**config.mk**
```make
export PLATFORM = sky130hd
export DESIGN_NAME = rtc_calibration_and_alarm
export DESIGN_NICKNAME = d
export VERILOG_FILES = /design/src/rtc_alarm_pkg.sv /design/src/rtc_calibration_and_alarm.sv
export SDC_FILE = /design/constraint.sdc
export NUM_CORES = 1
export LEC_CHECK = 0
export BUFFER_PORTS_ARGS = -buffer_cell sky130_fd_sc_hd__buf_2
export CORE_MARGIN = 4
export CORE_UTILIZATION = 54
export CTS_BUF_LIST = sky130_fd_sc_hd__clkbuf_2 sky130_fd_sc_hd__clkbuf_4 sky130_fd_sc_hd__clkbuf_8
export DETAILED_ROUTE_END_ITERATION = 8
export PLACE_DENSITY = 0.82
export SLEW_MARGIN = 20
export SYNTH_ARGS = -nofsm -noshare
export SYNTH_HDL_FRONTEND = slang
export SYNTH_SLANG_ARGS = --single-unit
```
**constraint.sdc**
```tcl
create_clock -name CLOCK_I -period 4 [get_ports CLOCK_I]
set_clock_uncertainty 0.15 [all_clocks]
set_input_delay 0.2 -clock CLOCK_I [delete_from_list [all_inputs] [get_ports CLOCK_I]]
set_output_delay 0.2 -clock CLOCK_I [all_outputs]
set_load 0.02 [all_outputs]
```
**src/rtc_alarm_pkg.sv**
```systemverilog
// package for the calendar clock calibration and alarm block
// assumes an axi4-lite master with 32-bit data and one clock domain
package rtc_alarm_pkg;

  localparam int ADDR_W = 8;
  localparam int DATA_W = 32;

  // byte addresses of the registers
  localparam logic [ADDR_W-1:0] OFS_CALIB = 8'h00;
  localparam logic [ADDR_W-1:0] OFS_ALCFG = 8'h04;
  localparam logic [ADDR_W-1:0] OFS_ALARM_MIN_SEC = 8'h08;
  localparam logic [ADDR_W-1:0] OFS_ALWDHR_VAL = 8'h0c;
  localparam logic [ADDR_W-1:0] OFS_ALMTHDY_VAL = 8'h10;
  localparam logic [ADDR_W-1:0] OFS_TIME_MINSEC = 8'h14;
  localparam logic [ADDR_W-1:0] OFS_TIME_WDHR = 8'h18;
  localparam logic [ADDR_W-1:0] OFS_TIME_MTHDY = 8'h1c;

  // alarm configuration fields
  localparam int ALCFG_EN_BIT = 15;
  localparam int ALCFG_ENDLESS_REPEAT_BIT = 14;
  localparam int ALCFG_MASK_HI = 13;
  localparam int ALCFG_MASK_LO = 10;
  localparam int ALCFG_RPT_HI = 7;

  // write masks: unimplemented bits stay zero
  localparam logic [15:0] MINSEC_MASK = 16'h7f7f;
  localparam logic [15:0] WDHR_MASK = 16'h073f;
  localparam logic [15:0] MTHDY_MASK = 16'h1f3f;
  localparam logic [15:0] CALIB_MASK = 16'h00ff;
  localparam logic [15:0] ALCFG_MASK = 16'hfcff;

  // digit-field masks for the compare
  localparam logic [15:0] SEC_ONES_F = 16'h000f;
  localparam logic [15:0] SEC_ALL_F = 16'h007f;
  localparam logic [15:0] MIN_TENS_F = 16'h7000;
  localparam logic [15:0] MIN_ALL_F = 16'h7f00;
  localparam logic [15:0] HOUR_F = 16'h003f;
  localparam logic [15:0] WDAY_F = 16'h0700;
  localparam logic [15:0] DAY_F = 16'h003f;
  localparam logic [15:0] MONTH_F = 16'h1f00;
  localparam logic [15:0] FEB29 = 16'h0229;

  localparam logic [7:0] RPT_ALL_ONES = 8'hff;
  localparam logic [7:0] RPT_ZERO = 8'h00;
  localparam int CAL_SCALE_SHIFT = 2;
  localparam logic [15:0] ZERO16 = 16'h0000;

  localparam logic [1:0] RESP_OKAY = 2'b00;
  localparam logic [1:0] RESP_SLVERR = 2'b10;

  typedef enum logic [3:0] {
    MASK_HALF_SEC = 4'h0,
    MASK_SEC = 4'h1,
    MASK_TEN_SEC = 4'h2,
    MASK_MIN = 4'h3,
    MASK_TEN_MIN = 4'h4,
    MASK_HOUR = 4'h5,
    MASK_DAY = 4'h6,
    MASK_WEEK = 4'h7,
    MASK_MONTH = 4'h8,
    MASK_YEAR = 4'h9
  } alarm_mask_t;

  // current time digits from the neighbouring timekeeping counters
  typedef struct packed {
    logic [15:0] mthdy;
    logic [15:0] wdhr;
    logic [15:0] minsec;
  } time_digits_t;

  // calibration command to the timer: signed pulse correction per minute
  typedef struct packed {
    logic valid;
    logic [9:0] pulses;
  } cal_cmd_t;

endpackage : rtc_alarm_pkg

```
**src/rtc_calibration_and_alarm.sv**
```systemverilog
// calibration and alarm unit of a bcd calendar clock, axi4-lite slave
// assumes time digits, half-second and minute ticks come from the timer,
// already in this clock domain; the timer applies the correction pulses
module rtc_calibration_and_alarm
  import rtc_alarm_pkg::*;
(
  input wire logic CLOCK_I,
  input wire logic RESET_I,
  input wire logic [ADDR_W-1:0] S_AXI_AWADDR_I,
  input wire logic S_AXI_AWVALID_I,
  output logic S_AXI_AWREADY_O,
  input wire logic [DATA_W-1:0] S_AXI_WDATA_I,
  input wire logic [3:0] S_AXI_WSTRB_I,
  input wire logic S_AXI_WVALID_I,
  output logic S_AXI_WREADY_O,
  output logic [1:0] S_AXI_BRESP_O,
  output logic S_AXI_BVALID_O,
  input wire logic S_AXI_BREADY_I,
  input wire logic [ADDR_W-1:0] S_AXI_ARADDR_I,
  input wire logic S_AXI_ARVALID_I,
  output logic S_AXI_ARREADY_O,
  output logic [DATA_W-1:0] S_AXI_RDATA_O,
  output logic [1:0] S_AXI_RRESP_O,
  output logic S_AXI_RVALID_O,
  input wire logic S_AXI_RREADY_I,
  input wire time_digits_t TIME_I,
  input wire logic HALF_SEC_TICK_I,
  input wire logic MINUTE_TICK_I,
  output cal_cmd_t CAL_CMD_O,
  output logic ALARM_IRQ_O,
  output logic ALARM_PULSE_O
);

  logic [15:0] calib;
  logic [15:0] alcfg;
  logic [15:0] al_minsec;
  logic [15:0] al_wdhr;
  logic [15:0] al_mthdy;

  logic [ADDR_W-1:0] awaddr;
  logic [DATA_W-1:0] wdata;
  logic [3:0] wstrb;
  logic aw_held;
  logic w_held;
  logic do_write;
  logic wr_hit;
  logic [15:0] wr_lo;
  logic [15:0] rd_val;
  logic rd_hit;

  logic alarm_en;
  logic endless_repeat;
  logic [3:0] mask_code;
  logic [7:0] rpt;
  logic [15:0] m_minsec;
  logic [15:0] m_wdhr;
  logic [15:0] m_mthdy;
  logic match;
  logic code_ok;
  logic alarm_evt;
  logic last_alarm;

  assign alarm_en = alcfg[ALCFG_EN_BIT];
  assign endless_repeat = alcfg[ALCFG_ENDLESS_REPEAT_BIT];
  assign mask_code = alcfg[ALCFG_MASK_HI:ALCFG_MASK_LO];
  assign rpt = alcfg[ALCFG_RPT_HI:0];

  // ---------------- axi4-lite write path
  // address and data are latched independently, in either order
  assign do_write = aw_held && w_held && !S_AXI_BVALID_O;

  always_ff @(posedge CLOCK_I or posedge RESET_I) begin
    if (RESET_I) begin
      aw_held <= 1'b0;
      awaddr <= '0;
    end else if (S_AXI_AWVALID_I && S_AXI_AWREADY_O) begin
      aw_held <= 1'b1;
      awaddr <= S_AXI_AWADDR_I;
    end else if (do_write) begin
      aw_held <= 1'b0;
    end
  end

  always_ff @(posedge CLOCK_I or posedge RESET_I) begin
    if (RESET_I) begin
      w_held <= 1'b0;
      wdata <= '0;
      wstrb <= '0;
    end else if (S_AXI_WVALID_I && S_AXI_WREADY_O) begin
      w_held <= 1'b1;
      wdata <= S_AXI_WDATA_I;
      wstrb <= S_AXI_WSTRB_I;
    end else if (do_write) begin
      w_held <= 1'b0;
    end
  end

  always_ff @(posedge CLOCK_I or posedge RESET_I) begin
    if (RESET_I) begin
      S_AXI_AWREADY_O <= 1'b0;
      S_AXI_WREADY_O <= 1'b0;
    end else begin
      S_AXI_AWREADY_O <= !aw_held && !(S_AXI_AWVALID_I && S_AXI_AWREADY_O)
                         && !S_AXI_BVALID_O;
      S_AXI_WREADY_O <= !w_held && !(S_AXI_WVALID_I && S_AXI_WREADY_O)
                        && !S_AXI_BVALID_O;
    end
  end

  always_comb begin
    wr_hit = 1'b1;
    case (awaddr)
      OFS_CALIB, OFS_ALCFG, OFS_ALARM_MIN_SEC,
      OFS_ALWDHR_VAL, OFS_ALMTHDY_VAL: wr_hit = 1'b1;
      default: wr_hit = 1'b0;
    endcase
  end

  always_ff @(posedge CLOCK_I or posedge RESET_I) begin
    if (RESET_I) begin
      S_AXI_BVALID_O <= 1'b0;
      S_AXI_BRESP_O <= RESP_OKAY;
    end else if (do_write) begin
      S_AXI_BVALID_O <= 1'b1;
      S_AXI_BRESP_O <= wr_hit ? RESP_OKAY : RESP_SLVERR;
    end else if (S_AXI_BREADY_I) begin
      S_AXI_BVALID_O <= 1'b0;
    end
  end

  // byte lanes 0 and 1 carry the 16-bit registers
  function automatic logic [15:0] merge(input logic [15:0] old,
                                        input logic [15:0] nw,
                                        input logic [1:0] be,
                                        input logic [15:0] msk);
    logic [15:0] r;
    r = old;
    if (be[0]) r[7:0] = nw[7:0];
    if (be[1]) r[15:8] = nw[15:8];
    return r & msk;
  endfunction : merge

  assign wr_lo = wdata[15:0];

  // ---------------- value registers
  always_ff @(posedge CLOCK_I or posedge RESET_I) begin
    if (RESET_I) begin
      calib <= ZERO16;
    end else if (do_write && awaddr == OFS_CALIB) begin
      calib <= merge(calib, wr_lo, wstrb[1:0], CALIB_MASK);
    end
  end

  always_ff @(posedge CLOCK_I or posedge RESET_I) begin
    if (RESET_I) begin
      al_minsec <= ZERO16;
      al_wdhr <= ZERO16;
      al_mthdy <= ZERO16;
    end else if (do_write) begin
      if (awaddr == OFS_ALARM_MIN_SEC) begin
        al_minsec <= merge(al_minsec, wr_lo, wstrb[1:0], MINSEC_MASK);
      end
      if (awaddr == OFS_ALWDHR_VAL) begin
        al_wdhr <= merge(al_wdhr, wr_lo, wstrb[1:0], WDHR_MASK);
      end
      if (awaddr == OFS_ALMTHDY_VAL) begin
        al_mthdy <= merge(al_mthdy, wr_lo, wstrb[1:0], MTHDY_MASK);
      end
    end
  end

  // ---------------- alarm compare
  always_comb begin
    m_minsec = ZERO16;
    m_wdhr = ZERO16;
    m_mthdy = ZERO16;
    code_ok = 1'b1;
    case (alarm_mask_t'(mask_code))
      MASK_HALF_SEC, MASK_SEC: ;
      MASK_TEN_SEC: m_minsec = SEC_ONES_F;
      MASK_MIN: m_minsec = SEC_ALL_F;
      MASK_TEN_MIN: m_minsec = SEC_ALL_F | (MIN_ALL_F & ~MIN_TENS_F);
      MASK_HOUR: m_minsec = SEC_ALL_F | MIN_ALL_F;
      MASK_DAY: begin
        m_minsec = SEC_ALL_F | MIN_ALL_F;
        m_wdhr = HOUR_F;
      end
      MASK_WEEK: begin
        m_minsec = SEC_ALL_F | MIN_ALL_F;
        m_wdhr = HOUR_F | WDAY_F;
      end
      MASK_MONTH: begin
        m_minsec = SEC_ALL_F | MIN_ALL_F;
        m_wdhr = HOUR_F;
        m_mthdy = DAY_F;
      end
      MASK_YEAR: begin
        m_minsec = SEC_ALL_F | MIN_ALL_F;
        m_wdhr = HOUR_F;
        m_mthdy = DAY_F | MONTH_F;
      end
      // a field mask alone could still match equal digits, so gate it
      default: code_ok = 1'b0;
    endcase
  end

  // every unmasked digit equals its alarm value
  assign match = ((TIME_I.minsec & m_minsec) == (al_minsec & m_minsec))
              && ((TIME_I.wdhr & m_wdhr) == (al_wdhr & m_wdhr))
              && ((TIME_I.mthdy & m_mthdy) == (al_mthdy & m_mthdy))
              && code_ok
              && !(mask_code == MASK_YEAR && al_mthdy == FEB29);

  // half-second and second codes fire on every tick; the others only when
  // the compared digits match, so ticks are evaluated on the half-second grid
  assign alarm_evt = alarm_en && HALF_SEC_TICK_I && match;
  assign last_alarm = (rpt == RPT_ZERO) && !endless_repeat;

  // ---------------- alarm configuration and repeat counter
  // a hardware update wins over a simultaneous software write
  always_ff @(posedge CLOCK_I or posedge RESET_I) begin
    if (RESET_I) begin
      alcfg <= ZERO16;
    end else if (alarm_evt) begin
      if (last_alarm) begin
        alcfg[ALCFG_EN_BIT] <= 1'b0;
      end else if (rpt == RPT_ZERO) begin
        alcfg[ALCFG_RPT_HI:0] <= RPT_ALL_ONES;
      end else begin
        alcfg[ALCFG_RPT_HI:0] <= rpt - 8'h01;
      end
    end else if (do_write && awaddr == OFS_ALCFG) begin
      alcfg <= merge(alcfg, wr_lo, wstrb[1:0], ALCFG_MASK);
    end
  end

  // ---------------- alarm outputs
  always_ff @(posedge CLOCK_I or posedge RESET_I) begin
    if (RESET_I) begin
      ALARM_IRQ_O <= 1'b0;
      ALARM_PULSE_O <= 1'b0;
    end else begin
      ALARM_IRQ_O <= alarm_evt;
      if (alarm_evt) begin
        ALARM_PULSE_O <= !ALARM_PULSE_O;
      end
    end
  end

  // ---------------- calibration command, once per minute
  always_ff @(posedge CLOCK_I or posedge RESET_I) begin
    if (RESET_I) begin
      CAL_CMD_O <= '0;
    end else begin
      CAL_CMD_O.valid <= MINUTE_TICK_I && (calib[7:0] != RPT_ZERO);
      CAL_CMD_O.pulses <= {{2{calib[7]}}, calib[7:0]} << CAL_SCALE_SHIFT;
    end
  end

  // ---------------- axi4-lite read path
  always_comb begin
    rd_hit = 1'b1;
    case (S_AXI_ARADDR_I)
      OFS_CALIB: rd_val = calib;
      OFS_ALCFG: rd_val = alcfg;
      OFS_ALARM_MIN_SEC: rd_val = al_minsec;
      OFS_ALWDHR_VAL: rd_val = al_wdhr;
      OFS_ALMTHDY_VAL: rd_val = al_mthdy;
      OFS_TIME_MINSEC: rd_val = TIME_I.minsec;
      OFS_TIME_WDHR: rd_val = TIME_I.wdhr;
      OFS_TIME_MTHDY: rd_val = TIME_I.mthdy;
      default: begin
        rd_val = ZERO16;
        rd_hit = 1'b0;
      end
    endcase
  end

  always_ff @(posedge CLOCK_I or posedge RESET_I) begin
    if (RESET_I) begin
      S_AXI_ARREADY_O <= 1'b0;
    end else begin
      S_AXI_ARREADY_O <= !S_AXI_RVALID_O && !S_AXI_ARREADY_O;
    end
  end

  always_ff @(posedge CLOCK_I or posedge RESET_I) begin
    if (RESET_I) begin
      S_AXI_RVALID_O <= 1'b0;
      S_AXI_RDATA_O <= '0;
      S_AXI_RRESP_O <= RESP_OKAY;
    end else if (S_AXI_ARVALID_I && S_AXI_ARREADY_O) begin
      S_AXI_RVALID_O <= 1'b1;
      S_AXI_RDATA_O <= {ZERO16, rd_val};
      S_AXI_RRESP_O <= rd_hit ? RESP_OKAY : RESP_SLVERR;
    end else if (S_AXI_RREADY_I) begin
      S_AXI_RVALID_O <= 1'b0;
    end
  end

endmodule : rtc_calibration_and_alarm

```
* Word-level counts from Yosys, hierarchy flattened *
Cells that the tools add are included.

word-level totals
  register bits after elaboration = 120
  bits in latches = 0
  memory bits (writable) = 0
  memory bits (read-only) = 0
  bits of input ports = 109
  output and inout port bits = 54
  word-level logic and storage cells = 143
  memories = 0

cells by class
  $add $sub $neg = 1
  multipliers = 0
  divide/modulo/power cells = 0
  magnitude comparators = 0
  equal/unequal tests = 26
  shift operators = 0
  multiplexer cells = 24
  bitwise operators = 7
  reduce and logical (&&, ||, !) cells = 58

operator list
  operator                                                           number
  16-bit one-hot mux with 8 select lines                             1
  15-bit one-hot mux with 4 select lines                             1
  16-bit bitwise AND                                                 3
  16-bit == test                                                     3
  8-bit by 5-bit == test with 1-bit output (second input constant)   5
  8-bit 2-to-1 mux                                                   5
  8-bit by 4-bit == test with 1-bit output (second input constant)   4
  3-bit AND reduction                                                9
  13-bit one-hot mux with 2 select lines                             1
  8-bit logical NOT                                                  3
  11-bit one-hot mux with 2 select lines                             1
  1-bit logical AND                                                  21
  11-bit by 16-bit bitwise AND with 16-bit output                    1
  13-bit by 16-bit bitwise AND with 16-bit output                    1
  15-bit by 16-bit bitwise AND with 16-bit output                    1
  4-bit by 3-bit == test with 1-bit output (second input constant)   4
  8-bit by 3-bit == test with 1-bit output (second input constant)   2
  16-bit 2-to-1 mux                                                  1
  2-bit nonzero test                                                 7
  1-bit 2-to-1 mux                                                   12
  11-bit by 8-bit == test with 1-bit output (second input constant)  1
  1-bit logical NOT                                                  10
  10-bit OR reduction                                                1
  5-bit OR reduction                                                 2
  other kinds (13)                                                   16

* Logic depth before layout (Yosys ltp) *
  depth after elaboration = 12
  gate-level depth with buffers = 9
  gate-level depth less buffers = 8

* Worst setup path before layout *
OpenSTA, ideal clock, no wires.

  path type = reg-to-reg
  start point = register al_mthdy[4]
  end point = register alcfg[10]
  library setup time = 125 ps
  arrival = 2,057 ps
  data required time = 3,725 ps
  slack = 1,668 ps
  cell stages (with the launch flop) = 9
  path buffers = 1
  period minus slack after synthesis = 2,332 ps
  cells stage by stage = dfrtp_1 > xor2_1 > nor4_1 > nand3_1 > a211o_1 > a311oi_4 > nor2b_2 > buf_6 > mux2_4

between the ends
  longest elaborated chain between the ends = 8
  elaborated cells on any way between the ends = 11
  classes of those cells = eq/ne (2); bitwise (2); reduce/logical (7)

RTL lines
  what                                             RTL line                          RTL
  start: declaration                               rtc_calibration_and_alarm.sv:38   logic [15:0] al_mthdy;
  start signal: assignment                         rtc_calibration_and_alarm.sv:167  al_mthdy <= merge(al_mthdy, wr_lo, wstrb[1:0], MTHDY_MASK);
  13-bit by 16-bit bitwise AND with 16-bit output  rtc_calibration_and_alarm.sv:210  && ((TIME_I.mthdy & m_mthdy) == (al_mthdy & m_mthdy))
  16-bit == test                                   rtc_calibration_and_alarm.sv:210
  1-bit logical AND                                rtc_calibration_and_alarm.sv:210
  1-bit logical AND                                rtc_calibration_and_alarm.sv:211  && code_ok
  1-bit logical AND *                              rtc_calibration_and_alarm.sv:212  && !(mask_code == MASK_YEAR && al_mthdy == FEB29);
  1-bit logical AND *                              rtc_calibration_and_alarm.sv:216  assign alarm_evt = alarm_en && HALF_SEC_TICK_I && match;
  1-bit inverter (no source line) *                -
  3-bit AND reduction (no source line) *           -
  end signal: indexed assignment                   rtc_calibration_and_alarm.sv:230  alcfg[ALCFG_RPT_HI:0] <= rpt - 8'h01;
  end signal: assignment                           rtc_calibration_and_alarm.sv:233  alcfg <= merge(alcfg, wr_lo, wstrb[1:0], ALCFG_MASK);
  end: declaration                                 rtc_calibration_and_alarm.sv:35   logic [15:0] alcfg;

Mark *: on every way between the ends. The rest lies on a longest branch, timed or not.
A chain may end at the register's enable or synchronous reset.

* Final worst setup path *
  start point = register al_minsec[0]
  end point = register alcfg[1]

between the ends
  longest elaborated chain between the ends = 9
  elaborated cells on any way between the ends = 12
  classes of those cells = eq/ne (2); mux (1); bitwise (1); reduce/logical (8)

RTL lines
  what                                                                         RTL line                          RTL
  start: declaration                                                           rtc_calibration_and_alarm.sv:36   logic [15:0] al_minsec;
  start signal: assignment                                                     rtc_calibration_and_alarm.sv:161  al_minsec <= merge(al_minsec, wr_lo, wstrb[1:0], MINSEC_MASK);
  15-bit by 16-bit bitwise AND with 16-bit output *                            rtc_calibration_and_alarm.sv:208  assign match = ((TIME_I.minsec & m_minsec) == (al_minsec & m_minsec))
  16-bit == test *                                                             rtc_calibration_and_alarm.sv:208
  1-bit logical AND *                                                          rtc_calibration_and_alarm.sv:209  && ((TIME_I.wdhr & m_wdhr) == (al_wdhr & m_wdhr))
  1-bit logical AND *                                                          rtc_calibration_and_alarm.sv:210
  1-bit logical AND *                                                          rtc_calibration_and_alarm.sv:211
  1-bit logical AND *                                                          rtc_calibration_and_alarm.sv:212
  1-bit logical AND *                                                          rtc_calibration_and_alarm.sv:216
  2-bit != test (no source line) / 2-bit nonzero test (equally long branches)  -
  3-bit AND reduction (no source line)                                         -

Marked as above.

==> flow_metrics.py <==
metrics = {
    "floorplanning": {
        "die_h_um": 112,
        "die_x_um": 112,
        "dieArea_um2": 12600,
        "io_pins": 163,
        "fp-row-count": 37,
        "initial_utilization_pct": 56.0,
        "core_um2": 10500,
    },
    "sta": {
        "post-route-period-util_pct": 74.5,
        "hold_viol": 0,
        "slew_viol_final": 0,
        "max_freq_mhz": 335,
        "setup_viol": 0,
        "tns_ns": 0,
        "grt_setup_unrepaired": "false",
        "setup_ws_ns": 1.02,
        "max_slew_margin_pct": 33.1,
        "tightest_slew_ns": 0.996,
        "layout_min_cycle_time_ns": 2.98,
    },
    "critical_path": {
        "crit_required_ns": 4.22,
        "path_class": "reg -> reg",
        "cp-end-kind": "flip-flop",
        "critPathLaunchType": "flip-flop",
        "crit_path_max_fanout": 18,
        "r2r_start": "al_minsec[0]",
        "cp.arrival_ns": 3.20,
        "crit_start": "al_minsec[0]",
        "reg2reg_depth": 7,
    },
    "global_routing": {
        "grt_max_degree": 59,
        "grt_usage_pct": 26.7,
        "grt_antenna_before_repair": 0,
        "overflow": 0,
        "first_global_vias": 5131,
        "grt_pass1_wl_um": 26700,
    },
    "hold_path": {
        "min_path_cells": 4,
        "worstHoldStart": "TIME_I[7]",
        "hp-class": "in -> reg",
    },
    "placement": {
        "dpl.hpwl_um": 11800,
        "dp_slack_ns": 1.08,
        "place_congestion": 0.934,
        "io_buffers": 124,
    },
    "clocking": {
        "post_cts_buffers": 0,
        "htreeDepth": 4,
        "cts_tree": "built",
        "post_cts_resize_count": 0,
        "clock_latency_ns": 0.44,
        "path_clk_slew_ns": 0.07,
        "cts_buffer_depth": 2,
        "cts_inserted_buffers": 17,
        "cts-root-buf": "clkbuf_8",
        "clock-sinks": 118,
    },
    "synth": {
        "synth_top_area_share_pct": 50.4,
        "ys.flop_type": "dfrtp_1",
        "avgSynthCellArea_um2": 11.8,
        "ys_warn_count": 0,
        "syn_inst": 498,
        "synth-edff-count": 0,
        "ys_top_cells_by_area": "dfrtp_1 50%, mux2_2 13%, a22oi_1 4.0%",
        "yosysSeqAreaShare_pct": 50.4,
        "ys_seq_elements": 118,
        "netlist_area_um2": 5860,
        "synth_top_cell_by_area": "dfrtp_1",
        "synthDistinctLibCells": 55,
        "async_reset_ff_share_pct": 100,
    },
    "route": {
        "met2_length_um": 7850,
        "drtPass1Iterations": 5,
        "wl_um": 16200,
        "drt_iter0_drc": 435,
        "wl_per_cell_um": 19.7,
        "dr_wl_met3_um": 1440,
        "vias_per_cell": 5.95,
        "drc_errors": 0,
        "vias": 4907,
        "wl_met1_um": 6340,
        "antenna_left": 0,
        "highest_layer": "met4",
    },
    "status": {
        "status": "finished, final reports clean",
    },
    "power": {
        "worst_ir_drop_vdd_mv": 0.399,
        "cellLeakagePower_uw": 0.00359,
        "p_per_area_nw_per_um2": 502,
    },
    "layout": {
        "n_antenna_cell": 0,
        "layout_common_cells": "124 x buf_2, 118 x dfrtp_1, 69 x mux2_2, 43 x dlygate4sd3_1, 34 x nand2_1",
        "drive_above_1_share_pct": 36.0,
        "area_delta_synth_final_pct": 26.6,
        "nets": 787,
        "final_common_cell": "buf_2",
        "post-route-util_pct": 70.9,
    },
    "flow_run": {
        "max_cap_viol_count": 0,
    },
}
==> kinds of logic (layout without fill, tap and decap cells) <==
kind of cell | Yosys count | after routing | synth area share [%]
DFF | 118 | 118 | 50.4
xor gates and xnor gates | 35 | 35 | 5.23
adders and majority gates | 3 | 3 | 0.619
other | 1 | 20 | 0.0640
buffers and inverters | 45 | 217 | 4.38
muxes | 80 | 80 | 15.6
AOI/OAI and AO/OA | 109 | 109 | 14.2
and+or+nand+nor | 107 | 107 | 9.57
==> registers in the layout (all words and copies together), names as in the netlist, 2 cells and up <==
name and cells:
S_AXI_RDATA_O 16, alcfg 14, al_minsec 14, calib 8
wstrb 2, CAL_CMD_O 9, wdata 16, awaddr 8
al_mthdy 11, al_wdhr 9
==> synthesized netlist by cell type, types with 3 or more instances <==
master    instances
mux2i_1           6
a21o_1            8
xor2_1           18
nand3_1           7
clkbuf_1         13
a22oi_1          31
nor2b_1           3
nand4_1           9
buf_4            21
dfrtp_1         118
nand2b_1          4
nor4_1            5
mux2_2           69
a41oi_1           3
mux2_4            5
a22o_1            6
inv_1             9
nor3_1           13
o21ai_0          15
nor2_1           14
or3_1             3
a21oi_1           7
a31oi_1           7
a221oi_1         12
nand2_1          34
o221a_1           4
xnor2_1          17
==> power by group <==
part / leakage [uW] / switching (uW) / internal (uW)
sequential: 0.00155 / 350 / 1460
combinational: 0.00184 / 389 / 398
clock: 0.000198 / 514 / 617
total: 0.00359 / 1250 / 2470
==> critical path, stage by stage, from the launching register on <==
cell       delay [ns]
dfrtp_1          0.42
xnor2_1          0.20
nand4_1          0.19
maj3_2           0.35
a2bb2oi_1        0.16
a311oi_4         0.78
mux2i_1          0.42
o221a_1          0.25
==> through the flow <==
step                total power, uW  area (um2)  hold WS, ns  cells
floorplan                      2270        5930        0.144    517
global placement               2520        6570        0.214    750
detailed placement             2570        6570        0.220    750
CTS                            3720        7420      0.00948    825
global route                   3930        7420       0.0349    825
finish                         3720        7420       0.0211    825
==> cell type report <==
type	instances	area, um2
fill	765	3050
inverter	9	36.3
multi-input combinational	354	2730
clock inverter	15	179
timing repair buffer	176	1120
tap	136	170
clock buffer	17	234
sequential	118	2950
==> metal layers <==
layer  up-vias  global-route usage (%)
met3        64                    8.14
met4         0                    12.0
li1       2191                       -
met2       286                    42.7
met1      2366                    33.4
met5         -                       0
==> path summary, 6_finish.rpt <==
path	endpoint	slack, ns
min in group asynchronous	ALARM_PULSE_O	0.27
max in group asynchronous	al_minsec[9]	2.54
worst min register to register	CAL_CMD_O[9]	0.30
worst max-delay path	alcfg[1]	1.02
worst min-delay path	S_AXI_RDATA_O[7]	0.02
worst max register to register	alcfg[1]	1.02
==> what timing repair did <==
item                                    4_1_cts  5_1_grt
hold endpoints to repair                     94        0
hold buffers                                 43        0
endpoints found under the setup margin        0        0
Note: power is estimated with default switching activity, not from simulation.
